$ cat src/logic/xdl_pkg.sv
// Purpose: constants for the xor and direction-load decode/execute block
// Assumes: 14-bit instruction words, 8-bit data path, 7-bit file addresses
// Notes: opcode fields are matched against the top bits of the word
//
// Overview of operation
// (RULE1) literal xor: accumulator xor immediate into accumulator, zero flag updated
// (RULE2) file xor: accumulator xor addressed file register 0..127, zero flag updated
// (RULE3) destination bit clear: result into accumulator, file register untouched
// (RULE4) destination bit set: result into file register, accumulator untouched
// (RULE5) direction load copies accumulator into direction register 5..7, no flags change
// (RULE6) direction registers also sit in file space for ordinary reads and writes
// (RULE7) software should prefer file writes over the legacy direction-load opcode
// (RULE8) each instruction is one word and completes in one instruction cycle
package xdl_pkg;
   localparam int unsigned word_w = 14;
   localparam int unsigned data_w = 8;
   localparam int unsigned addr_w = 7;
   // literal xor: 11 1010 kkkk kkkk
   localparam logic [5:0] op_xor_literal = 6'h3a;
   // file xor: 00 0110 dfff ffff
   localparam logic [5:0] op_xor_file = 6'h06;
   // direction load: 00 0000 0110 0fff
   localparam logic [10:0] op_direction_load = 11'h00c;
   localparam logic [2:0] dir_first = 3'h5;
   localparam logic [2:0] dir_last = 3'h7;
   // file-space addresses of the three direction registers
   localparam logic [6:0] dir_file_base = 7'h45;
   localparam logic [7:0] dir_reset = 8'hff;
   localparam logic [7:0] acc_reset = 8'h00;
   typedef enum logic [1:0] {
      xdl_idle_e = 2'b00,
      xdl_lit_e = 2'b01,
      xdl_file_e = 2'b10,
      xdl_dir_e = 2'b11
   } xdl_op_e;
endpackage : xdl_pkg

$ cat src/logic/xdl_core.sv
// Purpose: decode and execute literal xor, file xor and direction load
// Assumes: one instruction offered per cycle, file read data arrives combinationally
// Notes: the direction registers live here and answer file-space accesses
`timescale 1ns/1ps
`default_nettype none
module xdl_core (
   input wire logic sys_clk,
   input wire logic srst,
   input wire logic instr_valid,
   input wire logic [13:0] instr_word,
   input wire logic [7:0] file_rdata,
   input wire logic file_we_ext,
   input wire logic [6:0] file_addr_ext,
   input wire logic [7:0] file_wdata_ext,
   output logic [6:0] file_addr,
   output logic file_we,
   output logic [7:0] file_wdata,
   output logic [7:0] dir_rdata,
   output logic dir_hit,
   output logic [7:0] acc,
   output logic zero_flag,
   output logic [23:0] dir_regs,
   output logic done
);
   typedef struct packed {
      logic [7:0] acc;
      logic zero;
      logic [2:0][7:0] dir;
      logic done;
      xdl_pkg::xdl_op_e last_op;
   } xdl_state_s;

   xdl_state_s r;
   xdl_state_s next_r;
   logic is_lit;
   logic is_file;
   logic is_dir;
   logic [7:0] lit_res;
   logic [7:0] file_res;
   logic [7:0] file_src;
   logic [1:0] dir_sel;
   logic dir_ok;
   logic ext_dir_hit;
   logic [1:0] ext_sel;

   // opcode decode and datapath
   always_comb begin
      is_lit = instr_valid && (instr_word[13:8] == xdl_pkg::op_xor_literal);
      is_file = instr_valid && (instr_word[13:8] == xdl_pkg::op_xor_file);
      is_dir = instr_valid && (instr_word[13:3] == xdl_pkg::op_direction_load);
      dir_ok = (instr_word[2:0] >= xdl_pkg::dir_first) && (instr_word[2:0] <= xdl_pkg::dir_last);
      dir_sel = 2'(instr_word[2:0] - xdl_pkg::dir_first);
      file_addr = instr_word[6:0];
      // file operand may itself be a direction register
      dir_hit = (file_addr >= xdl_pkg::dir_file_base) && (file_addr <= 7'(xdl_pkg::dir_file_base + 7'h2));
      dir_rdata = dir_hit ? r.dir[2'(file_addr - xdl_pkg::dir_file_base)] : 8'h00; // RULE6
      file_src = dir_hit ? dir_rdata : file_rdata;
      lit_res = r.acc ^ instr_word[7:0]; // RULE1
      file_res = r.acc ^ file_src; // RULE2
      ext_dir_hit = (file_addr_ext >= xdl_pkg::dir_file_base)
         && (file_addr_ext <= 7'(xdl_pkg::dir_file_base + 7'h2));
      ext_sel = 2'(file_addr_ext - xdl_pkg::dir_file_base);
   end

   // write-back port toward the register file
   always_comb begin
      file_we = is_file && instr_word[7]; // RULE4
      file_wdata = file_res;
   end

   // next-state computation
   always_comb begin
      next_r = r;
      next_r.done = 1'b0;
      next_r.last_op = xdl_pkg::xdl_idle_e;
      if (is_lit) begin
         next_r.acc = lit_res; // RULE1
         next_r.zero = (lit_res == 8'h00);
         next_r.done = 1'b1; // RULE8
         next_r.last_op = xdl_pkg::xdl_lit_e;
      end else if (is_file) begin
         if (!instr_word[7]) begin
            next_r.acc = file_res; // RULE3
         end else if (dir_hit) begin
            next_r.dir[2'(file_addr - xdl_pkg::dir_file_base)] = file_res; // RULE4
         end
         next_r.zero = (file_res == 8'h00); // RULE2
         next_r.done = 1'b1; // RULE8
         next_r.last_op = xdl_pkg::xdl_file_e;
      end else if (is_dir) begin
         if (dir_ok) begin
            next_r.dir[dir_sel] = r.acc; // RULE5
         end
         next_r.done = 1'b1; // RULE8
         next_r.last_op = xdl_pkg::xdl_dir_e;
      end
      // ordinary instructions elsewhere in the core write direction registers
      if (file_we_ext && ext_dir_hit) begin
         next_r.dir[ext_sel] = file_wdata_ext; // RULE6
      end
   end

   // state register
   always_ff @(posedge sys_clk) begin
      if (srst) begin
         r.acc <= xdl_pkg::acc_reset;
         r.zero <= 1'b0;
         r.dir <= {3{xdl_pkg::dir_reset}};
         r.done <= 1'b0;
         r.last_op <= xdl_pkg::xdl_idle_e;
      end else begin
         r <= next_r;
      end
   end

   // outputs
   always_comb begin
      acc = r.acc;
      zero_flag = r.zero;
      dir_regs = r.dir;
      done = r.done;
   end

   // checks
   property p_lit;
      @(posedge sys_clk) disable iff (srst)
      is_lit |=> (acc == ($past(acc) ^ $past(instr_word[7:0]))) && (zero_flag == (acc == 8'h00));
   endproperty
   a_lit: assert property (p_lit) else $error("literal xor result wrong"); // RULE1

   property p_file_z;
      @(posedge sys_clk) disable iff (srst)
      is_file |=> zero_flag == ($past(file_res) == 8'h00);
   endproperty
   a_file_z: assert property (p_file_z) else $error("file xor zero flag wrong"); // RULE2

   property p_d0;
      @(posedge sys_clk) disable iff (srst)
      (is_file && !instr_word[7]) |-> !file_we ##1 acc == $past(r.acc ^ file_src);
   endproperty
   a_d0: assert property (p_d0) else $error("d=0 destination wrong"); // RULE3

   property p_d1;
      @(posedge sys_clk) disable iff (srst)
      (is_file && instr_word[7]) |-> file_we && file_wdata == (r.acc ^ file_src) ##1 acc == $past(acc);
   endproperty
   a_d1: assert property (p_d1) else $error("d=1 destination wrong"); // RULE4

   property p_dir;
      @(posedge sys_clk) disable iff (srst)
      (is_dir && dir_ok && !file_we_ext) |=> dir_regs[8*$past(dir_sel) +: 8] == $past(acc)
         && $stable(zero_flag) && $stable(acc);
   endproperty
   a_dir: assert property (p_dir) else $error("direction load wrong"); // RULE5

   property p_dir_file;
      @(posedge sys_clk) disable iff (srst)
      (file_we_ext && ext_dir_hit && !is_file && !is_dir) |=> dir_regs[8*$past(ext_sel) +: 8] == $past(file_wdata_ext);
   endproperty
   a_dir_file: assert property (p_dir_file) else $error("direction file write lost"); // RULE6

   property p_one_cycle;
      @(posedge sys_clk) disable iff (srst)
      (is_lit || is_file || is_dir) |=> done;
   endproperty
   a_one_cycle: assert property (p_one_cycle) else $error("instruction not done in one cycle"); // RULE8

   property p_no_spurious;
      @(posedge sys_clk) disable iff (srst)
      !(is_lit || is_file || is_dir) |=> !done && $stable(acc) ##0 $stable(zero_flag);
   endproperty
   a_no_spurious: assert property (p_no_spurious) else $error("state changed with no instruction"); // RULE8

   // a refused operand leaves the direction registers, accumulator and zero flag as they were
   property p_refused;
      @(posedge sys_clk) disable iff (srst)
      (is_dir && !dir_ok && !file_we_ext) |=> $stable(dir_regs) && $stable(acc) && $stable(zero_flag);
   endproperty
   a_refused: assert property (p_refused) else $error("refused direction load changed state"); // RULE5

   // d=0 must not disturb the direction copies
   property p_file_keep;
      @(posedge sys_clk) disable iff (srst)
      (is_file && !instr_word[7] && !file_we_ext) |=> $stable(dir_regs);
   endproperty
   a_file_keep: assert property (p_file_keep) else $error("file xor d=0 touched a direction register"); // RULE3

   // literal xor leaves the direction registers as they were
   property p_lit_keep;
      @(posedge sys_clk) disable iff (srst)
      (is_lit && !file_we_ext) |=> $stable(dir_regs);
   endproperty
   a_lit_keep: assert property (p_lit_keep) else $error("literal xor touched a direction register"); // RULE1

   // the middle direction register reads back through file space
   property p_dir_read;
      @(posedge sys_clk) disable iff (srst)
      (file_addr == 7'(xdl_pkg::dir_file_base + 7'h1)) |-> dir_hit && (dir_rdata == dir_regs[15:8]);
   endproperty
   a_dir_read: assert property (p_dir_read) else $error("direction register not visible in file space"); // RULE6

   // d=1 onto the last direction register stores there, the others hold
   property p_file_d1_dir;
      @(posedge sys_clk) disable iff (srst)
      (is_file && instr_word[7] && (file_addr == 7'(xdl_pkg::dir_file_base + 7'h2)) && !file_we_ext)
         |=> (dir_regs[23:16] == $past(acc ^ dir_regs[23:16])) && (dir_regs[15:0] == $past(dir_regs[15:0]));
   endproperty
   a_file_d1_dir: assert property (p_file_d1_dir) else $error("file xor d=1 lost on direction register"); // RULE4

   // the write strobe belongs to file xor alone
   property p_we_only_file;
      @(posedge sys_clk) disable iff (srst)
      !is_file |-> !file_we;
   endproperty
   a_we_only_file: assert property (p_we_only_file) else $error("stray file write strobe"); // RULE4

   // main scenarios

   c_lit: cover property (@(posedge sys_clk) disable iff (srst) is_lit ##1 zero_flag);
   c_file_d1: cover property (@(posedge sys_clk) disable iff (srst) is_file && instr_word[7]);
   c_dir: cover property (@(posedge sys_clk) disable iff (srst) is_dir && dir_ok);
   c_dir_flag: cover property (@(posedge sys_clk) disable iff (srst) r.last_op == xdl_pkg::xdl_dir_e && zero_flag);
endmodule : xdl_core
`default_nettype wire

$ cat config.mk
export PLATFORM = sky130hd
export DESIGN_NAME = xdl_core
export DESIGN_NICKNAME = d
export VERILOG_FILES = /design/src/logic/xdl_pkg.sv /design/src/logic/xdl_core.sv
export SDC_FILE = /design/constraint.sdc
export NUM_CORES = 1
export LEC_CHECK = 0
export BUFFER_PORTS_ARGS = -buffer_cell sky130_fd_sc_hd__buf_2
export CAP_MARGIN = 20
export CELL_PAD_IN_SITES_DETAIL_PLACEMENT = 1
export CELL_PAD_IN_SITES_GLOBAL_PLACEMENT = 1
export CORE_MARGIN = 3
export CORE_UTILIZATION = 35
export DETAILED_ROUTE_END_ITERATION = 12
export HOLD_SLACK_MARGIN = 0.12
export PLACE_DENSITY = 0.8
export SLEW_MARGIN = 20
export SYNTH_ARGS = -nofsm -noshare
export SYNTH_HDL_FRONTEND = slang
export SYNTH_SLANG_ARGS = --single-unit
$ cat constraint.sdc
create_clock -name sys_clk -period 3.8 [get_ports sys_clk]
set_input_delay 0.38 -clock sys_clk [delete_from_list [all_inputs] [get_ports sys_clk]]
set_output_delay 0.38 -clock sys_clk [all_outputs]
set_load 0.02 [all_outputs]
## After elaboration in Yosys (flattened, before gate mapping)

Cells that the tools add are included.

| storage, ports and cells | value |
|---|---|
| flip-flop bits (word level) | 34 |
| bits of input ports | 41 |
| output and inout port bits | 59 |
| word-level logic and storage cells | 66 |

| operators by class | value |
|---|---|
| add/subtract/negate cells | 3 |
| magnitude comparators | 12 |
| equal/unequal tests | 4 |
| muxes and demuxes | 24 |
| bitwise gates (word level) | 2 |
| reduce and logical (&&, ||, !) cells | 15 |

Operators with widths:

| kind | count |
|---|---|
| 2-to-1 mux 24 bit | 5 |
| bitwise mux 24 bit | 3 |
| 2-to-1 mux 8 bit | 7 |
| 2-to-1 mux 27 bit | 2 |
| demux 8 bit (select 2 bit) | 3 |
| 2-to-1 mux 9 bit | 2 |
| binary-select mux 8 bit (select 2 bit) | 1 |
| logical NOT 8 bit | 2 |
| bitwise XOR 8 bit | 2 |
| greater-or-equal comparator 7 bit (second input constant) | 2 |
| <= comparator 7 bit (second input constant) | 2 |
| == test 11 x 4 -> 1 bit (second input constant) | 1 |
| logical AND 1 bit | 11 |
| less-than comparator 2 x 3 -> 1 bit (second input constant) | 3 |
| == test 6 x 3 -> 1 bit (second input constant) | 1 |
| == test 6 bit (second input constant) | 1 |
| greater-or-equal comparator 2 x 1 -> 1 bit (second input constant) | 3 |
| subtractor 2 x 1 -> 2 bit (second input constant) | 3 |
| greater-or-equal comparator 3 bit (second input constant) | 1 |
| <= comparator 3 bit (second input constant) | 1 |
| 2-to-1 mux 3 bit | 1 |
| != test 2 x 1 -> 1 bit (second input constant) | 1 |
| AND reduction 2 bit | 1 |
| nonzero test 2 bit | 1 |

## Depth between registers and ports, before layout

| depth | value |
|---|---|
| depth in word-level cells | 13 |
| mapped depth | 12 |
| depth with buffers taken out | 9 |

## Least setup slack after synthesis

Ideal clock, no wire load.

| timing | value |
|---|---|
| path type | in2reg |
| start point | input port instr_word[0] |
| end point | register r (netlist bit zero_flag) |
| library setup time | 0.116 ns |
| arrival time | 2.894 ns |
| slack | 0.790 ns |
| stages | 12 |
| path buffers | 4 |
| path through | buf_6 > clkbuf_1 > inv_1 > ha_1 > buf_2 > nor2_1 > clkbuf_1 > o2bb2ai_1 > mux2i_1 > xnor2_1 > nor4_1 > a31o_1 |

| on the way | value |
|---|---|
| longest elaborated chain between the ends | 9 |
| elaborated cells on any way between the ends | 14 |

RTL lines:

| what | RTL line | text |
|---|---|---|
| from (decl) | xdl_core.sv:10 | `input wire logic [13:0] instr_word,` |
| subtractor 2 x 1 -> 2 bit | xdl_core.sv:56 | `dir_rdata = dir_hit ? r.dir[2'(file_addr - xdl_pkg::dir_file_base)] : 8'h00;` |
| binary-select mux 8 bit (select 2 bit) | xdl_core.sv:56 |  |
| 2-to-1 mux 8 bit (implied by the code) | xdl_core.sv:56 |  |
| 2-to-1 mux 8 bit | xdl_core.sv:56 |  |
| 2-to-1 mux 8 bit (*) | xdl_core.sv:57 | `file_src = dir_hit ? dir_rdata : file_rdata;` |
| bitwise XOR 8 bit (*) | xdl_core.sv:59 | `file_res = r.acc ^ file_src;` |
| via file_wdata[5] | xdl_core.sv:17 | `output logic [7:0] file_wdata,` |
| logical NOT 8 bit (*) | xdl_core.sv:87 | `next_r.zero = (file_res == 8'h00);` |
| 2-to-1 mux 9 bit (*) | xdl_core.sv:81 | `end else if (is_file) begin` |
| 2-to-1 mux 9 bit (*) | xdl_core.sv:76 | `if (is_lit) begin` |
| to (signal assigned) | xdl_core.sv:112 | `r <= next_r;` |
| to (decl) | xdl_core.sv:33 | `xdl_state_s r;` |

The timed path passes the listed nets; every way through them passes the cells marked *. The select of a mux whose other input is x is not followed.
A chain may end at the register's enable or synchronous reset.

## Worst setup path in the final report

| timing | value |
|---|---|
| start point | input port instr_word[0] |
| end point | output port file_wdata[6] |

| on the way | value |
|---|---|
| longest elaborated chain between the ends | 6 |
| elaborated cells on any way between the ends | 9 |

RTL lines:

| what | RTL line |
|---|---|
| subtractor 2 x 1 -> 2 bit | xdl_core.sv:56 |
| binary-select mux 8 bit (select 2 bit) | xdl_core.sv:56 |
| 2-to-1 mux 8 bit (implied by the code) | xdl_core.sv:56 |
| 2-to-1 mux 8 bit | xdl_core.sv:56 |
| 2-to-1 mux 8 bit (*) | xdl_core.sv:57 |
| bitwise XOR 8 bit (*) | xdl_core.sv:59 |
| to (decl) | xdl_core.sv:17 |

Every way passes the cells marked *; elsewhere a longest branch is shown, timed or not. The select of a mux whose other input is x is not followed.

==> metrics.txt <==
# TYPE chip_impl_metric gauge
chip_impl_metric{name="comb_power_share",unit="%"} 18.6
chip_impl_metric{name="gp_routability_congestion",unit=""} 0.9527
chip_impl_metric{name="dpl_cell_area",unit="um2"} 3196
chip_impl_metric{name="synth_sequential_area_ratio",unit="%"} 24.79
chip_impl_metric{name="cts.hold.buffers_added",unit=""} 0
chip_impl_info{name="hold_path.class",value="in -> reg"} 1
chip_impl_metric{name="routed_wire_length_per_instance",unit="um"} 19.67
chip_impl_metric{name="period_needed",unit="ps"} 3325
chip_impl_metric{name="antenna_cells_inserted",unit=""} 0
chip_impl_metric{name="worstPathArrival",unit="ps"} 2940
chip_impl_metric{name="io_pins",unit=""} 100
chip_impl_metric{name="first_pass_grt_wire_length",unit="um"} 16380
chip_impl_metric{name="post_drt_via_cell_ratio",unit=""} 5.934
chip_impl_metric{name="cts_setup_buffers",unit=""} 0
chip_impl_info{name="final_cell_mix",value="99 x buf_2, 41 x nor2_1, 34 x dfxtp_1"} 1
chip_impl_info{name="dominantRegCellSynth",value="dfxtp_1"} 1
chip_impl_metric{name="clk_transition_reported_paths",unit="ps"} 80
chip_impl_metric{name="setup.reg_to_reg.worst_slack",unit="ps"} 1910
chip_impl_metric{name="finalInstanceArea",unit="um2"} 3282
chip_impl_metric{name="grt_use_total",unit="%"} 23.27
chip_impl_metric{name="powerDensity",unit="nW/um2"} 239.1
chip_impl_metric{name="finalHoldViolCount",unit=""} 0
chip_impl_info{name="run_status",value="complete, no violations"} 1
chip_impl_metric{name="cts_repair_resize_count",unit=""} 0
chip_impl_metric{name="power.internal",unit="mW"} 0.5398
chip_impl_metric{name="fmaxAchievable",unit="MHz"} 300.8
chip_impl_metric{name="grt_overflow",unit=""} 0
chip_impl_metric{name="number_of_antenna_violations_at_the_first_check_in_global_routing",unit=""} 0
chip_impl_metric{name="clock_tree.buffer_depth",unit=""} 2
chip_impl_info{name="path_cells",value="buf_2, inv_1, ha_1, mux2_2, a21oi_1, mux2i_1, xnor2_1, buf_2"} 1
chip_impl_metric{name="synth-edff-count",unit=""} 0
chip_impl_metric{name="syn_avg_cell_area",unit="um2"} 7.647
chip_impl_metric{name="layout.nets",unit=""} 478
chip_impl_info{name="critical-path-top-cell-by-count",value="buf_2"} 1
chip_impl_metric{name="p_clk_share",unit="%"} 35.6
chip_impl_metric{name="cp_required",unit="ps"} 3420
chip_impl_metric{name="area_growth_from_synthesis_to_layout",unit="%"} 19.55
chip_impl_metric{name="cap_violations",unit=""} 0
chip_impl_info{name="final_common_cell",value="buf_2"} 1
chip_impl_metric{name="synth_cells",unit=""} 359
chip_impl_metric{name="setup-violations-final",unit=""} 0
chip_impl_metric{name="cellLeakagePower",unit="nW"} 1.327
chip_impl_metric{name="post-route-drc-count",unit=""} 0
chip_impl_metric{name="placement_rows",unit=""} 31
chip_impl_metric{name="slew-limit-headroom",unit="%"} 55.92
chip_impl_metric{name="initial_util",unit="%"} 36.86
chip_impl_metric{name="die_width",unit="um"} 94.56
chip_impl_metric{name="async_flop_share",unit="%"} 0
chip_impl_metric{name="design.die.area",unit="um2"} 8942
chip_impl_info{name="dr.max_layer_used",value="met4"} 1
chip_impl_info{name="cts_root_buffer",value="clkbuf_8"} 1
chip_impl_metric{name="power.ir.vdd_worst",unit="V"} 0.0001169
chip_impl_metric{name="layout-drive-gt1-share",unit="%"} 32.72
chip_impl_metric{name="yosysUniqueCellTypes",unit=""} 53
chip_impl_info{name="synthTopCellsByArea",value="dfxtp_1 25%, nor2_1 5.6%, a221oi_1 5.1%"} 1
chip_impl_metric{name="synth.net_count",unit=""} 404
chip_impl_info{name="kind_of_end_point_of_the_critical_path",value="output pin"} 1
chip_impl_info{name="unrepaired_setup_endpoints_after_global_routing",value="false"} 1
chip_impl_metric{name="ant_nets",unit=""} 0
chip_impl_metric{name="wirelength_met1",unit="um"} 4681
chip_impl_info{name="synthDominantAreaCellType",value="dfxtp_1"} 1
chip_impl_metric{name="floorplan.die.height",unit="um"} 94.56
chip_impl_metric{name="io_buffer_count",unit=""} 99
chip_impl_metric{name="worst-slew-pin-transition",unit="ps"} 661.2
chip_impl_metric{name="layout_worst_path_cycle_share",unit="%"} 87.49
chip_impl_info{name="timing_worst_setup_path_type",value="in -> out"} 1
chip_impl_metric{name="clock_insertion_delay_worst_skew",unit="ps"} 300
chip_impl_metric{name="routed-wl-met2",unit="um"} 4839
chip_impl_metric{name="worst-path-max-fanout",unit=""} 21
chip_impl_info{name="crit_slowest_cell",value="ha_1"} 1
chip_impl_metric{name="met3WireLength",unit="um"} 763
chip_impl_metric{name="firstDrtPassIters",unit=""} 6
chip_impl_metric{name="max_stage_delay",unit="ps"} 610
chip_impl_metric{name="ys.warnings.count",unit=""} 0
chip_impl_metric{name="cts-buffers-inserted",unit=""} 5
chip_impl_metric{name="seq_power_share",unit="%"} 45.8
chip_impl_metric{name="timing.setup.tns",unit="ps"} 0
chip_impl_metric{name="dr.first_iter.drc_count",unit=""} 264
chip_impl_metric{name="final_skew",unit="ps"} 11.03
chip_impl_metric{name="netSwitchingFraction",unit="%"} 31.21
chip_impl_metric{name="cts_sinks",unit=""} 34
chip_impl_metric{name="maxSlewViolCount",unit=""} 0
chip_impl_metric{name="synth-seq-cells",unit=""} 34
chip_impl_metric{name="grt_start_max_net_pins",unit=""} 39
chip_impl_metric{name="fillerInstances",unit=""} 975
chip_impl_metric{name="post-synth-top-area-fraction",unit="%"} 24.79
chip_impl_metric{name="via_count_of_the_first_global_routing_pass",unit=""} 3175
chip_impl_metric{name="syn_area",unit="um2"} 2745
chip_impl_metric{name="placeableCoreArea",unit="um2"} 7447
chip_impl_metric{name="switching_power",unit="mW"} 0.2449
chip_impl_metric{name="cts.htree.levels",unit=""} 2
chip_impl_metric{name="dpl.hpwl",unit="um"} 8004
chip_impl_info{name="tritoncts",value="done"} 1
chip_impl_metric{name="route.vias.total",unit=""} 3163
chip_impl_info{name="startpoint_kind_of_the_worst_setup_timing_path",value="primary input"} 1
chip_impl_metric{name="routed_wl",unit="um"} 10480
==> logic make-up (layout without fill, tap and decap cells) <==
logic type / Yosys count / in the layout / share of synthesized area (%)
buf+inv: 48 / 123 / 8.842
compound gates: 90 / 90 / 23.34
fa+ha+maj: 4 / 4 / 1.823
simple gates: 157 / 157 / 30.90
xor+xnor: 10 / 10 / 3.464
mux: 16 / 16 / 6.837
flops: 34 / 34 / 24.79
==> registers in the layout (all words and copies together), names as in the netlist <==
register and cells:
acc 8, zero_flag 1, dir_regs 24, done 1
==> stage by stage <==
step	utilization [%]	power [mW]	setup slack [ps]	hold slack, ps	instances
global placement	42.91	0.5076	725.0	591.5	525
finish	44.07	0.7847	475.5	374.9	533
detailed placement	42.91	0.5119	509.2	591.1	525
CTS	44.07	0.7833	478.4	379.8	533
floorplan	-	0.4562	790.0	535.0	359
global route	44.07	0.8184	264.0	392.8	533
==> worst paths after layout <==
kind / cells after the start / start / endpoint
min: 3 / file_wdata_ext[4] / dir_regs[4]
max reg2reg: 6 / dir_regs[22] / zero_flag
max: 8 / instr_word[0] / file_wdata[6]
min reg2reg: 2 / dir_regs[5] / dir_regs[5]
==> per-layer routing <==
layer,vias up,global-route usage (%)
met4,0,7.692
met5,-,0
met3,16,3.586
met1,1532,31.15
met2,139,38.18
li1,1476,-
==> cell usage after synthesis (5+ instances only) <==
cell type and count:
a21oi_1 18, clkbuf_1 15, o21ai_0 19, a22oi_1 5
nor2b_1 5, inv_1 12, or2_2 13, a222oi_1 7
a41oi_1 16, nand3_1 21, mux2i_1 5, nor2_1 41
and3_1 7, mux2_2 7, nor3_1 13, nand2_1 26
buf_2 8, buf_4 7, a221oi_1 16, dfxtp_1 34
xor2_1 5
==> power by group through the flow <==
stage | Combinational, mW | Sequential (mW) | Clock (mW)
final | 0.146 | 0.359 | 0.280
after CTS | 0.145 | 0.359 | 0.279
after floorplan | 0.0883 | 0.368 | 0
after global routing | 0.158 | 0.360 | 0.301
after detailed placement | 0.144 | 0.368 | 0
after global placement | 0.140 | 0.368 | 0
==> worst max-delay path, delay by kind of cell <==
family                     cells  cell delay, ps
adders and majority gates      1             610
xor gates and xnor gates       1             450
AOI/OAI and AO/OA              1             210
buffers and inverters          3             760
muxes                          2             510
==> final cells by class <==
cell class / count / area (um2) / share of cell area (%)
tap: 99 / 123.9 / 3.774
sequential: 34 / 680.7 / 20.74
timing repair buffer: 102 / 518.0 / 15.78
clock buffer: 6 / 72.57 / 2.211
multi-input combinational: 277 / 1822 / 55.51
inverter: 13 / 51.30 / 1.563
clock inverter: 2 / 13.76 / 0.4194
Note: power is estimated with default switching activity, not from simulation.
